**config.mk**
```make
export PLATFORM = sky130hd
export DESIGN_NAME = sdfem_exception_map
export DESIGN_NICKNAME = d
export VERILOG_FILES = /design/src/design/sdfem_class.v /design/src/design/sdfem_exception_map.v
export VERILOG_INCLUDE_DIRS = /design/src /design/src/design
export SDC_FILE = /design/constraint.sdc
export NUM_CORES = 1
export LEC_CHECK = 0
export BUFFER_PORTS_ARGS = -buffer_cell sky130_fd_sc_hd__buf_2
export CORE_ASPECT_RATIO = 0.8
export CORE_MARGIN = 10
export CORE_UTILIZATION = 40
export CTS_CLUSTER_DIAMETER = 200
export DETAILED_ROUTE_END_ITERATION = 10
export GPL_TIMING_DRIVEN = 0
export PLACE_DENSITY = 0.63
export SLEW_MARGIN = 20
export SYNTH_ARGS = -nofsm -noshare
export SYNTH_HDL_FRONTEND = slang
export SYNTH_HIERARCHICAL = 1
export SYNTH_SLANG_ARGS = --single-unit
```
**constraint.sdc**
```tcl
create_clock -name core_clk -period 2.3 [get_ports core_clk]
set_clock_uncertainty 0.1 [all_clocks]
set_input_delay 0.115 -clock core_clk [delete_from_list [all_inputs] [get_ports core_clk]]
set_output_delay 0.115 -clock core_clk [all_outputs]
set_load 0.03 [all_outputs]
```
**src/design/sdfem_regs.vh**
```
`ifndef SDFEM_REGS_VH
`define SDFEM_REGS_VH

// ----------------------------------------
// operation class codes from the decoder
// ----------------------------------------
`define SDFEM_OP_W               6
`define SDFEM_OP_PACKED_ADD      6'h00
`define SDFEM_OP_SCALAR_ADD      6'h01
`define SDFEM_OP_PACKED_AND      6'h02
`define SDFEM_OP_PACKED_AND_NOT  6'h03
`define SDFEM_OP_PACKED_OR       6'h04
`define SDFEM_OP_PACKED_CMP      6'h05
`define SDFEM_OP_SCALAR_CMP      6'h06
`define SDFEM_OP_ORD_CMP_FLAGS   6'h07
`define SDFEM_OP_INT_TO_SINGLE   6'h08
`define SDFEM_OP_SINGLE_TO_INT_R 6'h09
`define SDFEM_OP_SINGLE_TO_INT_T 6'h0a
`define SDFEM_OP_INT_TO_DOUBLE   6'h0b
`define SDFEM_OP_DOUBLE_TO_INT_R 6'h0c
`define SDFEM_OP_DBL_LEG_INT_R   6'h0d
`define SDFEM_OP_DBL_TO_SINGLE   6'h0e
`define SDFEM_OP_LEG_INT_TO_DBL  6'h0f
`define SDFEM_OP_SINGLE_TO_DBL   6'h10
`define SDFEM_OP_SD_TO_GPR_R     6'h11
`define SDFEM_OP_SD_TO_SINGLE    6'h12
`define SDFEM_OP_GPR_TO_SD       6'h13
`define SDFEM_OP_SS_TO_DBL       6'h14
`define SDFEM_OP_DOUBLE_TO_INT_T 6'h15
`define SDFEM_OP_DBL_LEG_INT_T   6'h16
`define SDFEM_OP_SD_TO_GPR_T     6'h17
`define SDFEM_OP_PACKED_DIV      6'h18
`define SDFEM_OP_SCALAR_DIV      6'h19
`define SDFEM_OP_PACKED_MAX      6'h1a
`define SDFEM_OP_SCALAR_MAX      6'h1b
`define SDFEM_OP_PACKED_MIN      6'h1c
`define SDFEM_OP_SCALAR_MIN      6'h1d
`define SDFEM_OP_ALIGNED_MOVE    6'h1e
`define SDFEM_OP_UPPER_MOVE      6'h1f
`define SDFEM_OP_LOWER_MOVE      6'h20
`define SDFEM_OP_SIGN_MASK       6'h21
`define SDFEM_OP_SCALAR_MOVE     6'h22
`define SDFEM_OP_UNALIGNED_MOVE  6'h23
`define SDFEM_OP_PACKED_MUL      6'h24
`define SDFEM_OP_SCALAR_MUL      6'h25
`define SDFEM_OP_SHUFFLE         6'h26
`define SDFEM_OP_PACKED_ROOT     6'h27
`define SDFEM_OP_SCALAR_ROOT     6'h28

// ----------------------------------------
// enable vector: invalid denormal zdiv overflow underflow precision
// ----------------------------------------
`define SDFEM_EXC_W     6
`define SDFEM_BIT_INV   5
`define SDFEM_BIT_DEN   4
`define SDFEM_BIT_ZDIV  3
`define SDFEM_BIT_OVF   2
`define SDFEM_BIT_UNF   1
`define SDFEM_BIT_PREC  0
`define SDFEM_EN_NONE   6'h00
`define SDFEM_EN_ARITH  6'h37
`define SDFEM_EN_ALL    6'h3f
`define SDFEM_EN_ID     6'h30
`define SDFEM_EN_IP     6'h21
`define SDFEM_EN_P      6'h01
`define SDFEM_EN_IDP    6'h31

// ----------------------------------------
// rounding control
// ----------------------------------------
`define SDFEM_RND_W     2
`define SDFEM_RND_ZERO  2'h3
`define SDFEM_RND_NEAR  2'h0

`endif

```
**src/design/sdfem_class.v**
```verilog
`include "sdfem_regs.vh"

module sdfem_class (
    input  wire [`SDFEM_OP_W-1:0]  op_class,
    output reg  [`SDFEM_EXC_W-1:0] enable_vec,
    output reg                     op_known,
    output reg                     uses_rounding,
    output reg                     truncating
);

    // ----------------------------------------
    // per-class permitted conditions
    // ----------------------------------------
    always @* begin
        enable_vec    = `SDFEM_EN_NONE;
        op_known      = 1'b1;
        uses_rounding = 1'b0;
        truncating    = 1'b0;
        case (op_class)
            `SDFEM_OP_PACKED_ADD, `SDFEM_OP_SCALAR_ADD: begin
                enable_vec = `SDFEM_EN_ARITH;
            end
            `SDFEM_OP_PACKED_AND, `SDFEM_OP_PACKED_AND_NOT, `SDFEM_OP_PACKED_OR: begin
                enable_vec = `SDFEM_EN_NONE;
            end
            `SDFEM_OP_PACKED_CMP, `SDFEM_OP_SCALAR_CMP: begin
                enable_vec = `SDFEM_EN_ID;
            end
            `SDFEM_OP_ORD_CMP_FLAGS: begin
                enable_vec = `SDFEM_EN_ID;
            end
            `SDFEM_OP_INT_TO_SINGLE: begin
                enable_vec    = `SDFEM_EN_P;
                uses_rounding = 1'b1;
            end
            `SDFEM_OP_SINGLE_TO_INT_R: begin
                enable_vec    = `SDFEM_EN_IP;
                uses_rounding = 1'b1;
            end
            `SDFEM_OP_SINGLE_TO_INT_T: begin
                enable_vec = `SDFEM_EN_IP;
                truncating = 1'b1;
            end
            `SDFEM_OP_INT_TO_DOUBLE, `SDFEM_OP_LEG_INT_TO_DBL, `SDFEM_OP_GPR_TO_SD: begin
                enable_vec    = `SDFEM_EN_NONE;
                uses_rounding = 1'b1;
            end
            `SDFEM_OP_DOUBLE_TO_INT_R, `SDFEM_OP_DBL_LEG_INT_R, `SDFEM_OP_SD_TO_GPR_R: begin
                enable_vec    = `SDFEM_EN_IP;
                uses_rounding = 1'b1;
            end
            `SDFEM_OP_DOUBLE_TO_INT_T, `SDFEM_OP_DBL_LEG_INT_T, `SDFEM_OP_SD_TO_GPR_T: begin
                enable_vec = `SDFEM_EN_IP;
                truncating = 1'b1;
            end
            `SDFEM_OP_DBL_TO_SINGLE, `SDFEM_OP_SD_TO_SINGLE: begin
                enable_vec    = `SDFEM_EN_ARITH;
                uses_rounding = 1'b1;
            end
            `SDFEM_OP_SINGLE_TO_DBL, `SDFEM_OP_SS_TO_DBL: begin
                enable_vec = `SDFEM_EN_ID;
            end
            `SDFEM_OP_PACKED_DIV, `SDFEM_OP_SCALAR_DIV: begin
                enable_vec    = `SDFEM_EN_ALL;
                uses_rounding = 1'b1;
            end
            `SDFEM_OP_PACKED_MAX, `SDFEM_OP_SCALAR_MAX, `SDFEM_OP_PACKED_MIN, `SDFEM_OP_SCALAR_MIN: begin
                enable_vec = `SDFEM_EN_ID;
            end
            `SDFEM_OP_ALIGNED_MOVE, `SDFEM_OP_UNALIGNED_MOVE, `SDFEM_OP_UPPER_MOVE,
            `SDFEM_OP_LOWER_MOVE, `SDFEM_OP_SCALAR_MOVE, `SDFEM_OP_SIGN_MASK,
            `SDFEM_OP_SHUFFLE: begin
                enable_vec = `SDFEM_EN_NONE;
            end
            `SDFEM_OP_PACKED_MUL, `SDFEM_OP_SCALAR_MUL: begin
                enable_vec    = `SDFEM_EN_ARITH;
                uses_rounding = 1'b1;
            end
            `SDFEM_OP_PACKED_ROOT, `SDFEM_OP_SCALAR_ROOT: begin
                enable_vec    = `SDFEM_EN_IDP;
                uses_rounding = 1'b1;
            end
            default: begin
                enable_vec = `SDFEM_EN_NONE;
                op_known   = 1'b0;
            end
        endcase
    end

endmodule

```
**src/design/sdfem_exception_map.v**
```verilog
// How it works
// - double add: all but divide-by-zero
// - bitwise and, and-not, or: none
// - predicate compares: invalid and denormal only
// - ordered flag compare: invalid, denormal only
// - int to single: precision only
// - single to int: invalid, precision only
// - int to double conversions: none
// - double to int conversions: invalid, precision
// - double to single: all but divide-by-zero
// - single to double: invalid, denormal only
// - double divide: all six conditions
// - maximum and minimum: invalid, denormal only
// - moves, sign mask, shuffle: none
// - double multiply: all but divide-by-zero
// - square root: invalid, denormal, precision
// - truncating rounds to zero, other rounding classes use control, the rest nearest
`include "sdfem_regs.vh"

module sdfem_exception_map (
    input  wire                     core_clk,
    input  wire                     rst,
    input  wire                     op_valid,
    input  wire [`SDFEM_OP_W-1:0]   op_class,
    input  wire [`SDFEM_RND_W-1:0]  ctrl_round_mode,
    input  wire                     det_valid,
    input  wire [`SDFEM_EXC_W-1:0]  det_raw,
    output reg                      enable_valid_q,
    output reg  [`SDFEM_EXC_W-1:0]  enable_vec_q,
    output reg  [`SDFEM_RND_W-1:0]  round_mode_q,
    output reg                      op_unknown_q,
    output reg                      raised_valid_q,
    output reg  [`SDFEM_EXC_W-1:0]  raised_q
);

    // ----------------------------------------
    // class decode
    // ----------------------------------------
    wire [`SDFEM_EXC_W-1:0] cls_enable;
    wire                    cls_known;
    wire                    cls_round;
    wire                    cls_trunc;

    sdfem_class u_class (
        .op_class      (op_class),
        .enable_vec    (cls_enable),
        .op_known      (cls_known),
        .uses_rounding (cls_round),
        .truncating    (cls_trunc)
    );

    reg [`SDFEM_RND_W-1:0]  round_mode_d;
    reg [`SDFEM_EXC_W-1:0]  held_enable_q;
    reg [`SDFEM_EXC_W-1:0]  gate_vec;

    always @* begin
        if (cls_trunc) begin
            round_mode_d = `SDFEM_RND_ZERO;
        end else if (cls_round) begin
            round_mode_d = ctrl_round_mode;
        end else begin
            round_mode_d = `SDFEM_RND_NEAR;
        end
    end

    // ----------------------------------------
    // detected conditions see the enable of the current op
    // ----------------------------------------
    always @* begin
        if (op_valid) begin
            gate_vec = cls_enable;
        end else begin
            gate_vec = held_enable_q;
        end
    end

    always @(posedge core_clk) begin
        if (rst) begin
            enable_valid_q <= 1'b0;
            enable_vec_q   <= `SDFEM_EN_NONE;
            round_mode_q   <= `SDFEM_RND_NEAR;
            op_unknown_q   <= 1'b0;
            held_enable_q  <= `SDFEM_EN_NONE;
            raised_valid_q <= 1'b0;
            raised_q       <= `SDFEM_EN_NONE;
        end else begin
            enable_valid_q <= op_valid;
            raised_valid_q <= det_valid;
            if (op_valid) begin
                enable_vec_q  <= cls_enable;
                held_enable_q <= cls_enable;
                round_mode_q  <= round_mode_d;
                op_unknown_q  <= ~cls_known;
            end
            if (det_valid) begin
                raised_q <= det_raw & gate_vec;
            end else begin
                raised_q <= `SDFEM_EN_NONE;
            end
        end
    end

endmodule

```
; ---- Word level (Yosys, flattened, before mapping)
; Cells that the tools add are included.
; W data, S select, Z words.
[totals]
mem_bits_ro = 0
out_inout_bits = 17
ram_bits = 0
ff_bits = 23
memories = 0
latchBits = 0
[classes]
n_mul = 0
n_shift = 0
div_mod_pow = 0
n_mux = 7
n_reduce_logical = 10
addsub = 0
eq_ne = 40
bitwise_logic = 3
n_lt_le_gt_ge = 0
[op_table]
columns = cell, n
row1 = $eq A6 B5 Y1 const B, 16
row2 = $eq A6 B6 Y1 const B, 9
row3 = $eq A6 B4 Y1 const B, 8
row4 = $reduce_or A41 Y1, 1
row5 = $pmux W6 S6, 1
row6 = $eq A6 B3 Y1 const B, 4
row7 = $reduce_or A16 Y1, 1
row8 = $eq A6 B2 Y1 const B, 2
row9 = $reduce_or A9 Y1, 1
row10 = $reduce_or A8 Y1, 1
row11 = $and A6 B6 Y6, 1
row12 = $eq A6 B1 Y1 const B, 1
row13 = $logic_not A6 Y1, 1
row14 = $mux W6, 1
row15 = $reduce_or A2 Y1, 3
row16 = $reduce_or A6 Y1, 1
row17 = $mux W2, 2
row18 = $reduce_or A4 Y1, 1
row19 = $mux W1, 3
row20 = $not A1 Y1, 2

; ---- Depth between registers and ports, before layout
[logic_depth]
ltp_word = 5
ltp_mapped = 8
ltp_nobuf = 6

; ---- Hierarchy
; Netlist, hierarchy kept.
[modules_own_cells]
columns = mod, area_per_inst_um2, cells_each, seq_area_each_um2, n_inst
row1 = sdfem_exception_map, 792.0, 66, 460.4, 1
row2 = sdfem_class, 447.9, 71, 0.0, 1

; ---- Worst setup path after synthesis
; Ideal clock, no wire load.
[synth_path]
kind = input port to flip-flop
start = input op_class[2]
end = register raised_q[5]
required_time_ns = 2.084
path_stages = 7
path_slack_ns = 0.662
t_arrival_ns = 1.422
n_path_buf = 1
setup_ns = 0.116
path_cell_list = buf_4 > xnor2_1 > or4_1 > a21oi_1 > a2111oi_2 > mux2_4 > and3_1
[synth_via]
elab_chain_cells = 5
[synth_lines]
columns = item, line
row1 = start: declaration, sdfem_exception_map.v:24  ; input wire [`SDFEM_OP_W-1:0] op_class,
row2 = $eq A6 B3 Y1 (tied with other cells), sdfem_class.v:19  ; case (op_class)
row3 = $reduce_or A9 Y1 (no line) (tied with other cells), n/a
row4 = $pmux W6 S6 (*), sdfem_class.v:19
row5 = net cls_enable[5], sdfem_exception_map.v:39  ; wire [`SDFEM_EXC_W-1:0] cls_enable;
row6 = $mux W6 (*), sdfem_exception_map.v:70  ; if (op_valid) begin
row7 = $and A6 B6 Y6 (*), sdfem_exception_map.v:96  ; raised_q <= det_raw & gate_vec;
row8 = end signal: assignment, sdfem_exception_map.v:85  ; raised_q <= `SDFEM_EN_NONE;
row9 = end signal: assignment, sdfem_exception_map.v:96
row10 = end signal: assignment, sdfem_exception_map.v:98  ; raised_q <= `SDFEM_EN_NONE;
row11 = end: declaration, sdfem_exception_map.v:33  ; output reg [`SDFEM_EXC_W-1:0] raised_q
; The timed path passes the listed nets; every way through them passes the cells marked *.
; A chain may end at the register's enable or synchronous reset.

; ---- Final worst setup path
[layout_path]
start = input op_class[4]
end = register raised_q[2]
; Same word-level chain as after synthesis.

==> metrics.txt <==
placed instance area=1440 um2; clock tree buffer depth=2; commonest non-fill, non-tap cell in the layout=buf_2; sequential area share after synthesis=37.1%; CTS Sinks=23; die area=5740 um2; Top Layer Used=met4; Cell Pwr Density=558 nW/um2; final-report hold violation count=0; fill count=276; max_slew headroom=63.4%; total track usage=11.6%; met2 WL=1.37 mm; Syn Std Cell Area=1240 um2; met1 WL=1.53 mm; Die Y=69.8 um; pre-CTS WS=0.319 ns; Cell Chain, Critical Path=buf_2 -> buf_2 -> buf_2 -> o21ai_0 -> a31oi_1 -> o32ai_1 -> buf_4 -> mux2_4 -> and3_1; CTS Buf Count=3; asr flop ratio synth=0%; synthesis-stage register bit count=23; fin area=1550 um2; Initial Util=43.2%; Lkg Pwr=0.725 nW; WL met3=294 um; Detailed Route WL=3.23 mm; drt drc=0; share of cells above drive strength 1=31.5%; worst hold path type=in2reg; leading area contributor after synthesis=dfxtp_1; Finished Layout Cells=216; Worst IR Drop VDD=367 uV; hpwl dp=2.48 mm; min Tclk post-route=1.70 ns; routed len/inst=14.9 um; Yosys top cell area share=37.1%; Critical Path RT=2.36 ns; dpl cells=206; # IOs=35; post-synth cell types=37; first-pass GRT wire length=5.42 mm; Post-synth EDFFs=0; Routability Congestion=0.858; number of antenna-violating nets in the routed design=0; status=completed; synthesized instance count=137; Die Wd=82.2 um; Worst-path clk slew=0.08 ns; Setup crit end kind=register; CTS Root Cell=clkbuf_8; largest net degree at the start of global routing=14; crit path kind=in2reg; DRT Pass-1 Iters=4; Setup TNS Final=0 ns; CP max-delay cell=buf_2; vias in the first global route=1087; RSZ-0062 raised after global routing=false; Min Hold Slack=0.0119 ns; commonest non-fill, non-tap cells in the layout=buf_2 (38), dfxtp_1 (23), nor2_1 (16); Remaining Overflow, GRT=0; core area=2870 um2; syn nets=155; synth warn=6; Most common cell on crit path=buf_2; overall power=0.864 mW; # resized after CTS=0; Final #Nets=197; max-cap violations=0; routed via count=1118; clk_lat worst skew=0.26 ns; initial antenna violation count=0; Initial DRC Count=151; final core utilization=53.9%; Tightest Pin Transition=0.548 ns; startpoint types=primary input; final setup vio count=0; ANT cells=0; Max stage delay on crit path=0.25 ns; data arrival time of the critical path=1.76 ns; row count=17; crit path max fanout=10; Port Buffers=31; htree depth=1; Post-Syn Area per Cell=9.05 um2; CTS tree=done; largest cells by area after synthesis=dfxtp_1 (37%), mux2_4 (6.1%), mux2i_1 (5.7%); Slew Viols, Final=0; Final period util=73.8%; Worst Slack Setup Final=0.602 ns; maximum clock rate=589 MHz; most used flip-flop cell after synthesis=dfxtp_1; Layout Area Growth over Synthesis=24.9%; via/cell ratio=5.18
-- worst paths after layout --
check	end	slack [ns]	startpoint	depth (start not counted)
min reg2reg	round_mode_q[1]$_SDFFE_PP0P_	0.38	round_mode_q[1]$_SDFFE_PP0P_	2
min	held_enable_q[5]$_SDFF_PP0_	0.01	rst	2
max	raised_q[2]$_SDFF_PP0_	0.60	op_class[4]	9
max reg2reg	raised_q[1]$_SDFF_PP0_	1.36	held_enable_q[1]$_SDFF_PP0_	2
-- sequential cells by signal, indices dropped and copies added (netlist names) --
register,count
held_enable_q,6
raised_q,6
enable_vec_q,6
raised_valid_q,1
round_mode_q,2
enable_valid_q,1
op_unknown_q,1
-- cell usage after synthesis (2+ instances only) --
cell,instances
a211oi_1,5
a21oi_1,9
a31oi_1,2
and3_1,5
buf_2,7
buf_4,4
buf_6,2
dfxtp_1,23
inv_1,3
mux2_4,5
mux2i_1,7
nand2_1,2
nand2b_1,2
nor2_1,16
nor2b_1,8
nor3_1,3
nor4b_1,2
o21ai_0,10
o22ai_1,2
o32ai_1,2
xor2_1,2
-- area by class of cell --
class	instances	area (um2)	share of cell area, %
Buffer	14	91.3	5.90
Clock buffer	3	41.3	2.67
Sequential cell	23	460	29.7
Inverter	3	11.3	0.727
Clock inverter	1	5.00	0.323
Multi-Input combinational cell	97	677	43.7
Timing Repair Buffer	37	215	13.9
Tap cell	38	47.5	3.07
-- kinds of logic (layout without fill, tap and decap cells) --
family | after synthesis | after routing | share of synthesized area [%]
and+or+nand+nor | 45 | 45 | 21.3
AOI/OAI and AO/OA | 37 | 37 | 19.5
DFF | 23 | 23 | 37.1
buffers and inverters | 17 | 58 | 8.27
muxes | 12 | 12 | 11.7
xor gates and xnor gates | 3 | 3 | 2.12
-- routing by layer --
layer	GRT usage [%]	vias up
met5	0	-
li1	-	575
met2	16.5	37
met1	15.7	502
met4	2.81	0
met3	4.52	4
-- critical path, delay by kind of cell --
kind | cells | cell delay (ns)
buffers and inverters | 4 | 0.74
AO/OA/AOI/OAI | 3 | 0.48
multiplexers | 1 | 0.25
AND/OR/NAND/NOR | 1 | 0.17
-- what timing repair did --
item                                   in CTS  in global routing
endpoints found under the hold margin       6                  0
setup buffers                               0                  0
hold buffers                                6                  0
-- power by group --
| part | switching, mW | leakage, nW | total (mW) | internal (mW) |
|---|---|---|---|---|
| sequential | 0.00549 | 0.188 | 0.420 | 0.414 |
| combinational | 0.115 | 0.512 | 0.201 | 0.0861 |
| clock | 0.122 | 0.0255 | 0.243 | 0.121 |
| total | 0.242 | 0.725 | 0.864 | 0.621 |
Note: power is estimated with default switching activity, not from simulation.
